## config.mk

```make
export PLATFORM = sky130hd
export DESIGN_NAME = dsc_sequencer
export DESIGN_NICKNAME = d
export VERILOG_FILES = /design/src/dsc_pkg.sv /design/src/dsc_sync.sv /design/src/dsc_timer.sv /design/src/dsc_sequencer.sv
export SDC_FILE = /design/constraint.sdc
export NUM_CORES = 1
export LEC_CHECK = 0
export BUFFER_PORTS_ARGS = -buffer_cell sky130_fd_sc_hd__buf_2
export CORE_ASPECT_RATIO = 0.5
export CORE_MARGIN = 2
export CORE_UTILIZATION = 55
export DETAILED_ROUTE_END_ITERATION = 12
export GPL_TIMING_DRIVEN = 0
export PLACE_DENSITY = 0.79
export REMOVE_ABC_BUFFERS = 1
export SLEW_MARGIN = 20
export SYNTH_ARGS = -nofsm -noshare
export SYNTH_HDL_FRONTEND = slang
export SYNTH_SLANG_ARGS = --single-unit
export TNS_END_PERCENT = 100
```

## constraint.sdc

```tcl
create_clock -name clk_i -period 5.75 [get_ports clk_i]
set_input_delay 0 -clock clk_i [delete_from_list [all_inputs] [get_ports clk_i]]
set_output_delay 0 -clock clk_i [all_outputs]
set_load 0.01 [all_outputs]
```

## src/dsc_pkg.sv

```systemverilog
/*
  constants for the dual slope converter phase sequencer.
  assumes a 25 MHz system clock and a two-pin phase select on the analog part.
*/
package dsc_pkg;
  localparam int CLK_HZ = 25000000;
  localparam int COUNT_W = 24;
  localparam int ADDR_W = 4;
  localparam int DATA_W = 32;
  // phase codes, first select pin is the msb
  localparam logic [1:0] PH_INTEGRATOR_ZERO_PHASE = 2'h0;
  localparam logic [1:0] PH_AZ = 2'h1;
  localparam logic [1:0] PH_INT = 2'h2;
  localparam logic [1:0] PH_DEINTEGRATE_PHASE = 2'h3;
  // register offsets (word index on the plain port)
  localparam logic [3:0] REG_CTRL = 4'h0;
  localparam logic [3:0] REG_INT_COUNT = 4'h1;
  localparam logic [3:0] REG_AZ_COUNT = 4'h2;
  localparam logic [3:0] REG_DEINTEGRATE_PHASE_MAX = 4'h3;
  localparam logic [3:0] REG_STATUS = 4'h4;
  localparam logic [3:0] REG_RESULT = 4'h5;
  localparam logic [3:0] REG_INTEGRATOR_ZERO_PHASE_COUNT = 4'h6;
  // control fields
  localparam int CTRL_START_BIT = 0;
  localparam int CTRL_CONT_BIT = 1;
  // status fields
  localparam int ST_BUSY_BIT = 0;
  localparam int ST_DONE_BIT = 1;
  localparam int ST_SIGN_BIT = 2;
  localparam int ST_OVR_BIT = 3;
  localparam int ST_PHASE_LSB = 4;
  localparam int ST_INTEGRATOR_ZERO_PHASE_TO_BIT = 6;
  // reset values of the timing registers
  localparam logic [COUNT_W-1:0] INT_COUNT_RST = 24'h002710;
  localparam logic [COUNT_W-1:0] AZ_COUNT_RST = 24'h002710;
  localparam logic [COUNT_W-1:0] DEINTEGRATE_PHASE_MAX_RST = 24'h007530;
  // typical integrator zero length, in microseconds, and its cycle count
  localparam int INTEGRATOR_ZERO_PHASE_TYP_US = 1000;
  localparam int INTEGRATOR_ZERO_PHASE_TYP_CYC = INTEGRATOR_ZERO_PHASE_TYP_US * (CLK_HZ / 1000000);
  // integrator zero is abandoned after this many typical lengths
  localparam int INTEGRATOR_ZERO_PHASE_LIMIT_MULT = 8;
  localparam logic [COUNT_W-1:0] ONE_CNT = 24'h000001;
  localparam logic [COUNT_W-1:0] ZERO_CNT = 24'h000000;
endpackage

```

## src/dsc_sync.sv

```systemverilog
/*
  three-stage synchroniser with agreement filter and falling/rising detect.
  assumes the input is asynchronous to clk_i.
*/
`timescale 1ns/1ps
module dsc_sync (
  input wire logic clk_i,
  input wire logic rst_n_i,
  input wire logic ce_i,
  input wire logic async_i,
  output logic level_o,
  output logic fall_o,
  output logic rise_o
);
  logic s1;
  logic s2;
  logic s3;

  // three flops; the filtered level follows once stages two and three agree
  always_ff @(posedge clk_i) begin
    if (!rst_n_i) begin
      s1 <= 1'b0;
      s2 <= 1'b0;
      s3 <= 1'b0;
      level_o <= 1'b0;
      fall_o <= 1'b0;
      rise_o <= 1'b0;
    end else if (ce_i) begin
      s1 <= async_i;
      s2 <= s1;
      s3 <= s2;
      fall_o <= 1'b0;
      rise_o <= 1'b0;
      if (s2 == s3) begin
        level_o <= s3;
        fall_o <= level_o & ~s3;
        rise_o <= ~level_o & s3;
      end
    end
  end
endmodule // dsc_sync

```

## src/dsc_timer.sv

```systemverilog
/*
  clearable up-counter with terminal compare, used for phase timing.
  assumes one clock enable shared with the sequencer.
*/
`timescale 1ns/1ps
module dsc_timer
  import dsc_pkg::*;
(
  input wire logic clk_i,
  input wire logic rst_n_i,
  input wire logic ce_i,
  input wire logic clear_i,
  input wire logic run_i,
  input wire logic [COUNT_W-1:0] limit_i,
  output logic [COUNT_W-1:0] count_o,
  output logic hit_o
);
  // counts while run is high; hit marks the count reaching one below the limit
  always_ff @(posedge clk_i) begin
    if (!rst_n_i) begin
      count_o <= ZERO_CNT;
    end else if (ce_i) begin
      if (clear_i) begin
        count_o <= ZERO_CNT;
      end else if (run_i) begin
        count_o <= count_o + ONE_CNT;
      end
    end
  end

  assign hit_o = run_i && (count_o + ONE_CNT >= limit_i);
endmodule // dsc_timer

```

## src/dsc_sequencer.sv

```systemverilog
/*
  conversion sequencer that drives the two phase select pins of a dual slope
  integrating front end, times each phase and captures sign and count.
  assumes the comparator output arrives asynchronously and the analog part
  decodes the select pins itself.
*/
// Summary of operation
// analog part decodes 00 zero, 01 auto zero, 10 integrate, 11 deintegrate
// auto zero grounds inputs, closes auto zero, sample, ground switches
// integration closes only the input connect switches
// deintegration closes ground and one reference switch picked by sign
// integrator zero closes sample, ground and system offset switches
// comparator high means positive input during integration, giving sign
// comparator level is ignored during auto zero
// comparator falls when integrator crosses zero in deintegration
// phases run auto zero, integrate, deintegrate, integrator zero
// integration lasts a fixed programmed number of clocks
// comparator sampled as sign just before integration ends
// integration ends by switching select 10 straight to 11
// deintegration clocks counted from select 11 to comparator fall
// on comparator fall the count is stopped and stored as result
// after deintegration select 00 until comparator returns high
// then select 01 and hold until next conversion
// continuous mode keeps auto zero a programmed settling length
// integrator zero expected near one millisecond; long overrun is flagged
// result is raw count so software can correct comparator delay
// comparator forced high at deintegration start, so fall is meaningful
// first select pin is msb, second is lsb of phase code
// comparator passes a multi-flop synchroniser before use
`timescale 1ns/1ps
module dsc_sequencer
  import dsc_pkg::*;
(
  input wire logic clk_i,
  input wire logic rst_n_i,
  input wire logic ce_i,
  input wire logic [ADDR_W-1:0] addr_i,
  input wire logic [DATA_W-1:0] wdata_i,
  input wire logic wr_i,
  input wire logic rd_i,
  output logic [DATA_W-1:0] rdata_o,
  output logic phase_a_o,
  output logic phase_b_o,
  input wire logic comparator_out_i
);
  typedef enum logic [2:0] {
    ST_IDLE = 3'b000,
    ST_AZ = 3'b001,
    ST_INT = 3'b010,
    ST_DEINTEGRATE_PHASE = 3'b011,
    ST_INTEGRATOR_ZERO_PHASE = 3'b100
  } state_t;

  state_t state;
  state_t next_state;
  logic [COUNT_W-1:0] int_count;
  logic [COUNT_W-1:0] az_count;
  logic [COUNT_W-1:0] deintegrate_phase_max;
  logic [COUNT_W-1:0] result;
  logic continuous;
  logic start_req;
  logic done;
  logic sign;
  logic overrange;
  logic integrator_zero_phase_timeout;
  logic cmp_level;
  logic cmp_fall;
  logic [COUNT_W-1:0] count;
  logic timer_hit;
  logic timer_clear;
  logic timer_run;
  logic [COUNT_W-1:0] timer_limit;
  logic [1:0] next_phase;
  logic done_set;
  logic done_clr;
  logic [COUNT_W-1:0] integrator_zero_phase_count;

  // phase code of each sequencer state
  function automatic logic [1:0] phase_of(input state_t s);
    case (s)
      ST_INT: phase_of = PH_INT;
      ST_DEINTEGRATE_PHASE: phase_of = PH_DEINTEGRATE_PHASE;
      ST_INTEGRATOR_ZERO_PHASE: phase_of = PH_INTEGRATOR_ZERO_PHASE;
      default: phase_of = PH_AZ;
    endcase
  endfunction

  // comparator crosses into the clock domain here
  // its rising edge is left open: integrator zero waits on the level instead
  dsc_sync u_sync (
    .clk_i(clk_i),
    .rst_n_i(rst_n_i),
    .ce_i(ce_i),
    .async_i(comparator_out_i),
    .level_o(cmp_level),
    .fall_o(cmp_fall),
    .rise_o()
  );

  // one counter times every phase; same clock for integrate and deintegrate
  // hit is combinational, so auto zero and integration end on exactly their programmed count
  dsc_timer u_timer (
    .clk_i(clk_i),
    .rst_n_i(rst_n_i),
    .ce_i(ce_i),
    .clear_i(timer_clear),
    .run_i(timer_run),
    .limit_i(timer_limit),
    .count_o(count),
    .hit_o(timer_hit)
  );

  // limit for the current phase
  always_comb begin
    case (state)
      ST_AZ: timer_limit = az_count;
      ST_INT: timer_limit = int_count;
      ST_DEINTEGRATE_PHASE: timer_limit = deintegrate_phase_max;
      ST_INTEGRATOR_ZERO_PHASE: timer_limit = COUNT_W'(INTEGRATOR_ZERO_PHASE_TYP_CYC * INTEGRATOR_ZERO_PHASE_LIMIT_MULT);
      // idle never runs the timer, so its limit is never compared
      default: timer_limit = ZERO_CNT;
    endcase
  end

  // phase transitions in the fixed order
  always_comb begin
    next_state = state;
    timer_clear = 1'b0;
    timer_run = (state != ST_IDLE);
    case (state)
      ST_IDLE: begin
        if (start_req) begin
          next_state = ST_AZ;
          timer_clear = 1'b1;
        end
      end
      ST_AZ: begin
        // comparator is not looked at here
        if (timer_hit) begin
          next_state = ST_INT;
          timer_clear = 1'b1;
        end
      end
      ST_INT: begin
        if (timer_hit) begin
          next_state = ST_DEINTEGRATE_PHASE;
          timer_clear = 1'b1;
        end
      end
      ST_DEINTEGRATE_PHASE: begin
        if (cmp_fall || timer_hit) begin
          next_state = ST_INTEGRATOR_ZERO_PHASE;
          timer_clear = 1'b1;
        end
      end
      ST_INTEGRATOR_ZERO_PHASE: begin
        // a start written mid-conversion is taken here without passing idle
        if (cmp_level || timer_hit) begin
          next_state = (continuous || start_req) ? ST_AZ : ST_IDLE;
          timer_clear = 1'b1;
        end
      end
      default: begin
        next_state = ST_IDLE;
        timer_clear = 1'b1;
      end
    endcase
  end

  // state register
  // unused state codes fall back to idle through the default branch
  always_ff @(posedge clk_i) begin
    if (!rst_n_i) begin
      state <= ST_IDLE;
    end else if (ce_i) begin
      state <= next_state;
    end
  end

  assign next_phase = phase_of(next_state);

  // select pins driven from flops, a is the msb
  // reset leaves the part in auto zero, its resting phase
  always_ff @(posedge clk_i) begin
    if (!rst_n_i) begin
      phase_a_o <= PH_AZ[1];
      phase_b_o <= PH_AZ[0];
    end else if (ce_i) begin
      phase_a_o <= next_phase[1];
      phase_b_o <= next_phase[0];
    end
  end

  // sign latched on the last integration cycle
  // the filtered level lags the pin by about four clocks; integration outlasts it
  always_ff @(posedge clk_i) begin
    if (!rst_n_i) begin
      sign <= 1'b0;
    end else if (ce_i && state == ST_INT && timer_hit) begin
      sign <= cmp_level;
    end
  end

  // deintegration count captured on comparator fall; early fall ignored is
  // avoided since the part drives the comparator high at phase start
  always_ff @(posedge clk_i) begin
    if (!rst_n_i) begin
      result <= ZERO_CNT;
      overrange <= 1'b0;
    end else if (ce_i && state == ST_DEINTEGRATE_PHASE) begin
      if (cmp_fall) begin
        result <= count + ONE_CNT;
        overrange <= 1'b0;
      end else if (timer_hit) begin
        result <= deintegrate_phase_max;
        overrange <= 1'b1;
      end
    end
  end

  // integrator zero overrun flag
  // a comparator that never returns high must not hang the sequence
  always_ff @(posedge clk_i) begin
    if (!rst_n_i) begin
      integrator_zero_phase_timeout <= 1'b0;
      integrator_zero_phase_count <= ZERO_CNT;
    end else if (ce_i && state == ST_INTEGRATOR_ZERO_PHASE && (cmp_level || timer_hit)) begin
      integrator_zero_phase_timeout <= ~cmp_level;
      integrator_zero_phase_count <= count + ONE_CNT;
    end
  end

  // done is sticky; a new completion wins over a software clear
  assign done_set = ce_i && state == ST_DEINTEGRATE_PHASE && next_state == ST_INTEGRATOR_ZERO_PHASE;
  assign done_clr = ce_i && wr_i && addr_i == REG_STATUS && wdata_i[ST_DONE_BIT];
  always_ff @(posedge clk_i) begin
    if (!rst_n_i) begin
      done <= 1'b0;
    end else if (done_set) begin
      done <= 1'b1;
    end else if (done_clr) begin
      done <= 1'b0;
    end
  end

  // register writes; start is held until the sequencer takes it
  // the register port freezes with the rest of the block while ce_i is low
  always_ff @(posedge clk_i) begin
    if (!rst_n_i) begin
      int_count <= INT_COUNT_RST;
      az_count <= AZ_COUNT_RST;
      deintegrate_phase_max <= DEINTEGRATE_PHASE_MAX_RST;
      continuous <= 1'b0;
      start_req <= 1'b0;
    end else if (ce_i) begin
      // a pending start is consumed only on entry to auto zero, so a start
      // written during a conversion waits for integrator zero to finish
      if (start_req && state != ST_AZ && next_state == ST_AZ) begin
        start_req <= 1'b0;
      end
      if (wr_i) begin
        case (addr_i)
          REG_CTRL: begin
            continuous <= wdata_i[CTRL_CONT_BIT];
            if (wdata_i[CTRL_START_BIT]) begin
              start_req <= 1'b1;
            end
          end
          REG_INT_COUNT: int_count <= wdata_i[COUNT_W-1:0];
          REG_AZ_COUNT: az_count <= wdata_i[COUNT_W-1:0];
          REG_DEINTEGRATE_PHASE_MAX: deintegrate_phase_max <= wdata_i[COUNT_W-1:0];
          default: ;
        endcase
      end
    end
  end

  // read data one cycle after the strobe; unmapped reads return zero
  // status mirrors the select pins, so software sees the phase the part sees
  always_ff @(posedge clk_i) begin
    if (!rst_n_i) begin
      rdata_o <= '0;
    end else if (ce_i && rd_i) begin
      rdata_o <= '0;
      case (addr_i)
        REG_CTRL: rdata_o[CTRL_CONT_BIT] <= continuous;
        REG_INT_COUNT: rdata_o[COUNT_W-1:0] <= int_count;
        REG_AZ_COUNT: rdata_o[COUNT_W-1:0] <= az_count;
        REG_DEINTEGRATE_PHASE_MAX: rdata_o[COUNT_W-1:0] <= deintegrate_phase_max;
        REG_STATUS: begin
          rdata_o[ST_BUSY_BIT] <= (state != ST_IDLE);
          rdata_o[ST_DONE_BIT] <= done;
          rdata_o[ST_SIGN_BIT] <= sign;
          rdata_o[ST_OVR_BIT] <= overrange;
          rdata_o[ST_PHASE_LSB +: 2] <= {phase_a_o, phase_b_o};
          rdata_o[ST_INTEGRATOR_ZERO_PHASE_TO_BIT] <= integrator_zero_phase_timeout;
        end
        REG_RESULT: rdata_o[COUNT_W-1:0] <= result;
        REG_INTEGRATOR_ZERO_PHASE_COUNT: rdata_o[COUNT_W-1:0] <= integrator_zero_phase_count;
        default: rdata_o <= '0;
      endcase
    end
  end
endmodule // dsc_sequencer

```

Yosys cells after proc, flatten, opt, wreduce, memory -nomap -nowiden --
Index checks and enable logic that the tools add are counted.
Word-level totals: bits in latches 0, bits in writable memories 0, word-level logic and storage cells 103, memories kept 0, ROM bits 0, bits in registers 184, output and inout bits 34
Cells by class: divide/modulo/power cells 0, bitwise gates (word level) 3, multipliers 0, equal/unequal tests 16, multiplexer cells 31, $lt $le $gt $ge 1, shift-type cells 0, add/subtract/negate cells 1, reductions and logical operators 30
Operators with widths (count):
- $mux 24 | 4
- $pmux 24 s4 | 1
- $pmux 17 s5 | 1
- $pmux 5 s6 | 1
- $add 24x1->24 const B | 1
- $ge 24x24->1 | 1
- $mux 3 | 5
- $pmux 3 s5 | 1
- $mux 1 | 14
- $logic_and 1x1->1 | 13
- $eq 3x2->1 const B | 4
- $eq 4x3->1 const B | 3
- $reduce_and 3->1 | 4
- $eq 4x2->1 const B | 2
- $pmux 1 s7 | 1
- $eq 3x1->1 const B | 2
- $eq 3x3->1 const B | 2
- $pmux 1 s6 | 1
- $pmux 2 s3 | 1
- $reduce_and 2->1 | 3
- $reduce_bool 2->1 | 3
- $eq 4x1->1 const B | 1
- $logic_not 4->1 | 1
- $pmux 1 s4 | 1
- 8 further kinds | 11

Depth between registers and ports, before layout --
depth in word-level cells 13, mapped depth 17, depth with buffers taken out 13

Hierarchy --
A second synthesis with hierarchy kept.
Unflattened totals: cell total of the unflattened synthesis 1243, area total of the unflattened synthesis 10058.4 um^2
By module, submodules not included:
- dsc_sequencer | sequential area each 3103.0 um^2, area an instance 7736.2 um^2, cells an instance 960, instances 1
- dsc_timer | sequential area each 480.5 um^2, area an instance 2060.7 um^2, cells an instance 258, instances 1
- dsc_sync | sequential area each 120.1 um^2, area an instance 261.5 um^2, cells an instance 25, instances 1

Least setup slack after synthesis --
OpenSTA, ideal clock, no wires.
kind register to register, start register state[1], end register start_req, buffers on the path 3, cell stages (with the launch flop) 15, setup slack 1.767 ns, arrival time 3.858 ns, required time 5.625 ns, path through dfxtp_1 -> buf_1 -> buf_1 -> mux2i_1 -> o21ai_0 -> nand2_1 -> ha_1 -> nand4_1 -> or2_1 -> or4_1 -> o21ai_1 -> buf_4 -> o32ai_1 -> a211o_1 -> o41a_1
Between the ends: word-level cells in the longest chain between the ends 13, elaborated cells on any way between the ends 25
Ends and longest elaborated chain:
- start, declared | RTL line dsc_sequencer.sv:54 | state_t state;
- start signal, assigned | RTL line dsc_sequencer.sv:176 | state <= next_state;
- $eq 3x3->1 (tied with other cells) | RTL line dsc_sequencer.sv:115, dsc_sequencer.sv:130
- $pmux 24 s4 | RTL line dsc_sequencer.sv:115 | case (state)
- $ge 24x24->1 | RTL line dsc_timer.sv:31 | assign hit_o = run_i && (count_o + ONE_CNT >= limit_i);
- $logic_and 1x1->1 | RTL line dsc_timer.sv:31
- $logic_or 1x1->1, on equally long branches | RTL line dsc_sequencer.sv:158, dsc_sequencer.sv:151
- $mux 3, on equally long branches | RTL line dsc_sequencer.sv:158, dsc_sequencer.sv:151
- $pmux 3 s5 | RTL line dsc_sequencer.sv:130 | case (state)
- $eq 3x1->1 | RTL line dsc_sequencer.sv:258 | if (start_req && state != ST_AZ && next_state == ST_AZ) begin
- $logic_and 1x1->1 (*) | RTL line dsc_sequencer.sv:258
- $mux 1 (*) | RTL line dsc_sequencer.sv:258
- $mux 1 | RTL line dsc_sequencer.sv:265 | if (wdata_i[CTRL_START_BIT]) begin
- $mux 1 | RTL line dsc_sequencer.sv:262 | case (addr_i)
- $mux 1 (*) | RTL line dsc_sequencer.sv:261 | if (wr_i) begin
- end signal, assigned | RTL line dsc_sequencer.sv:254 | start_req <= 1'b0;
- end signal, assigned | RTL line dsc_sequencer.sv:259 | start_req <= 1'b0;
- end signal, assigned | RTL line dsc_sequencer.sv:266 | start_req <= 1'b1;
- end, declared | RTL line dsc_sequencer.sv:61 | logic start_req;
Every way passes the cells marked *; elsewhere a longest branch is shown, timed or not. A chain may end at the register's enable or synchronous reset.

Final worst setup path --
start register state[0], end register integrator_zero_phase_count[10]
Between the ends: word-level cells in the longest chain between the ends 6, elaborated cells on any way between the ends 11
Ends and longest elaborated chain:
- $eq 3x3->1 (tied with other cells) | RTL line dsc_sequencer.sv:115, dsc_sequencer.sv:227
- $pmux 24 s4 | RTL line dsc_sequencer.sv:115
- $ge 24x24->1 | RTL line dsc_timer.sv:31
- $logic_and 1x1->1 | RTL line dsc_timer.sv:31
- $logic_or 1x1->1 | RTL line dsc_sequencer.sv:227 | end else if (ce_i && state == ST_INTEGRATOR_ZERO_PHASE && (cmp_level || timer_hit)) begin
- $logic_and 1x1->1 (*) | RTL line dsc_sequencer.sv:227
- end signal, assigned | RTL line dsc_sequencer.sv:229 | integrator_zero_phase_count <= count + ONE_CNT;
- end, declared | RTL line dsc_sequencer.sv:76 | logic [COUNT_W-1:0] integrator_zero_phase_count;
Marks and branches as above.

==> impl_metrics.tcl <==
set metrics [dict create \
    status "completed" \
    antenna-diode-count 0 \
    power.total_mw 3.08 \
    place.detailed.hpwl_um 18400 \
    finish.cell_count_without_fillers 1462 \
    finished_layout_cell_area_um2 10800 \
    clk-insertion-delay-late_ns 0.44 \
    grt_pass1_wl_um 45300 \
    fill_cells 1372 \
    die_h_um 96.7 \
    synthToLayoutAreaGrowth_pct 14.7 \
    clock_sinks 184 \
    fin_util_pct 65.3 \
    hold_slack_ns 0.0346 \
    ys_ff_latch 184 \
    power.share.clock_pct 37.2 \
    finalCriticalPeriod_ns 5.59 \
    worst_slew_pin_slew_ns 1.18 \
    final_layout_size_suffix_gt1_share_pct 13.0 \
    root_buffer "sky130_fd_sc_hd__clkbuf_16" \
    synth-warning-count 0 \
    cts_tree "yes" \
    timing.clock.skew_ns 0.0148 \
    layout_common_cells "sky130_fd_sc_hd__nand2_1, sky130_fd_sc_hd__dfxtp_1, sky130_fd_sc_hd__a21oi_1" \
    cp-end-kind "flip-flop" \
    worstPathArrival_ns 5.95 \
    setup-violations-final 0 \
    power.net_switching_mw 1.02 \
    port_buffers 59 \
    share_seq_of_total_power_pct 43.7 \
    cts.htree.levels 4 \
    firstDrtPassIters 9 \
    dieArea_um2 18300 \
    fp.coreArea_um2 16600 \
    timing.final.crit_share_pct 97.3 \
    pwr_density_cell_nw_per_um2 284 \
    clock_slew_seen_by_the_registers_of_the_worst_setup_and_hold_paths_ns 0.08 \
    final_hold_viol_count 0 \
    dp_cells 1403 \
    cp.required_ns 6.10 \
    critical_path_fanouts_max 28 \
    starting_density_pct 56.9 \
    die_x_um 189 \
    dpl_cell_area_um2 10000 \
    drt_drc_violations_left 0 \
    final-max-slew-violation-count 0 \
    synth_edf_count 0 \
    drt-vias-per-instance 6.34 \
    worst_hold_path_type "input port to flip-flop" \
    layout_commonest_cell "sky130_fd_sc_hd__nand2_1" \
    post-place-ws_ns 0.249 \
    antenna_found_initial 0 \
    synth.lib_cells_used.distinct 57 \
    synthCells 1195 \
    gpl.final_weighted_congestion 0.918 \
    number_of_primary_i_o_pins 76 \
    nNetsFinal 1289 \
    postCtsSetupRepairBufs 0 \
    cap_violations 0 \
    worst_slew_margin_pct 20.4 \
    synth_sequential_area_ratio_pct 39.0 \
    worst_ir_drop_vdd_v 0.000236 \
    grt_start_max_net_pins 67 \
    netSwitchingFraction_pct 33.0 \
    clock.fmax_ghz 0.179 \
    synth.cell_area_um2 9450 \
    cts_inserted_buffers 17 \
    setup.worst_path.class "flip-flop to flip-flop" \
    first_iter_violations 1163 \
    track_usage_pct 30.9 \
    power.combinational.fraction_pct 19.1 \
    detailroute.via_count 9266 \
    startpoint_type "flip-flop" \
    grt_pass1_vias 8630 \
    worst_case_register_to_register_setup_slack_ns 0.16 \
    setup_repair_after_global_routing_missed_its_margin "no" \
    synthArstFlopShare_pct 0 \
    finalSetupTns_ns 0 \
    gr-total-overflow 0 \
    p_leak_nw 3.85 \
    row_count 33 \
    cts-root-to-sink-buffers 2 \
    syn-mean-instance-area_um2 7.91 \
    ys.flop_type "sky130_fd_sc_hd__dfxtp_1" \
    wl_per_cell_um 19.8 \
    drt-total-wl_um 28900 \
    internal_power_mw 2.07 \
    worst_slack_ns 0.156 \
    antenna_violating_nets_left 0 \
]
-- cells in the mapped netlist (8+ instances only) --
| library cell | number | area share, % |
|---|---|---|
| sky130_fd_sc_hd__a22o_1 | 22 | 2.0 |
| sky130_fd_sc_hd__nand3_1 | 44 | 2.3 |
| sky130_fd_sc_hd__o21ai_0 | 53 | 2.8 |
| sky130_fd_sc_hd__mux2i_1 | 63 | 6.7 |
| sky130_fd_sc_hd__xor2_1 | 8 | 0.74 |
| sky130_fd_sc_hd__a222oi_1 | 20 | 2.1 |
| sky130_fd_sc_hd__mux2_2 | 19 | 2.3 |
| sky130_fd_sc_hd__nand2_1 | 288 | 11 |
| sky130_fd_sc_hd__nor3_1 | 10 | 0.53 |
| sky130_fd_sc_hd__o21a_1 | 8 | 0.64 |
| sky130_fd_sc_hd__buf_4 | 11 | 0.87 |
| sky130_fd_sc_hd__clkbuf_1 | 79 | 3.1 |
| sky130_fd_sc_hd__xnor2_1 | 10 | 0.93 |
| sky130_fd_sc_hd__ha_1 | 25 | 3.3 |
| sky130_fd_sc_hd__a211oi_1 | 21 | 1.7 |
| sky130_fd_sc_hd__o211ai_1 | 24 | 1.9 |
| sky130_fd_sc_hd__or3_1 | 9 | 0.60 |
| sky130_fd_sc_hd__a21oi_1 | 112 | 5.9 |
| sky130_fd_sc_hd__nand4_1 | 8 | 0.53 |
| sky130_fd_sc_hd__dfxtp_1 | 184 | 39 |
| sky130_fd_sc_hd__or2_2 | 8 | 0.53 |
| sky130_fd_sc_hd__a31oi_1 | 8 | 0.53 |
| sky130_fd_sc_hd__nor2_1 | 69 | 2.7 |
-- layer usage --
layer | GRT usage, % | vias up | share of wire, %
met5 | 0.549 | - | 0
met4 | 12.2 | 0 | 2.5
met3 | 7.08 | 69 | 11
met2 | 47.9 | 533 | 44
met1 | 41.9 | 4364 | 42
li1 | - | 4300 | -
-- power groups by stage --
stage | sequential (mW) | combinational (mW) | clock (mW)
after global placement | 1.38 | 0.472 | 0
after global routing | 1.35 | 0.622 | 1.19
after CTS | 1.34 | 0.570 | 1.14
after detailed placement | 1.37 | 0.552 | 0
after floorplan | 1.37 | 0.302 | 0
final | 1.35 | 0.590 | 1.15
-- registers in the layout (all words and copies together) (netlist names), 3 cells and up --
signal and flops:
az_count 24, deintegrate_phase_max 24, int_count 24, integrator_zero_phase_count 24, rdata_o 24, result 24, u_timer.count_o 24, state 3
-- logic make-up after synthesis --
| group | Yosys count | synth area share (%) |
|---|---|---|
| AND/OR/NAND/NOR | 468 | 21.0 |
| flip-flops | 184 | 39.0 |
| multiplexers | 82 | 8.94 |
| other | 1 | 0.0397 |
| buffers and inverters | 109 | 4.81 |
| AO/OA/AOI/OAI | 308 | 21.3 |
| XOR/XNOR | 18 | 1.67 |
| adder cells (fa/ha/maj) | 25 | 3.31 |
-- what timing repair did --
action | in CTS | in global routing
hold buffers | 26 | 0
gates resized for setup | 0 | 1
setup endpoints to repair | 0 | 20
hold endpoints to repair | 75 | 0
-- worst max-delay path, cell delays in order, from the launching register on --
cell,delay (ns)
sky130_fd_sc_hd__dfxtp_1,0.71
sky130_fd_sc_hd__clkinvlp_4,0.73
sky130_fd_sc_hd__o21ai_0,0.45
sky130_fd_sc_hd__nand2_1,0.13
sky130_fd_sc_hd__ha_1,0.34
sky130_fd_sc_hd__nand4_1,0.22
sky130_fd_sc_hd__or2_1,0.32
sky130_fd_sc_hd__or4_1,0.58
sky130_fd_sc_hd__o21ai_2,0.66
sky130_fd_sc_hd__or2_2,0.31
sky130_fd_sc_hd__o2111a_2,0.58
sky130_fd_sc_hd__buf_16,0.23
sky130_fd_sc_hd__mux2i_1,0.21
-- cell type report --
class	count	area [um^2]	area share [%]
sequential	184	3690	34.0
inverter	9	42.5	0.392
timing repair buffer	100	813	7.50
clock inverter	15	129	1.19
clock buffer	17	425	3.92
tap	227	284	2.62
multi-input combinational	910	5470	50.4
-- final timing paths --
kind                            from                                           end  cells past startpoint
min                             wr_i                             done$_SDFFE_PN0P_                      4
max reg2reg    state[0]$_SDFFE_PN0P_  integrator_zero_phase_count[10]$_SDFFE_PN0P_                     12
max            state[0]$_SDFFE_PN0P_  integrator_zero_phase_count[10]$_SDFFE_PN0P_                     12
min reg2reg  result[10]$_SDFFE_PN0P_                       result[10]$_SDFFE_PN0P_                      2
No activity file was read; power rests on OpenSTA's default activity.
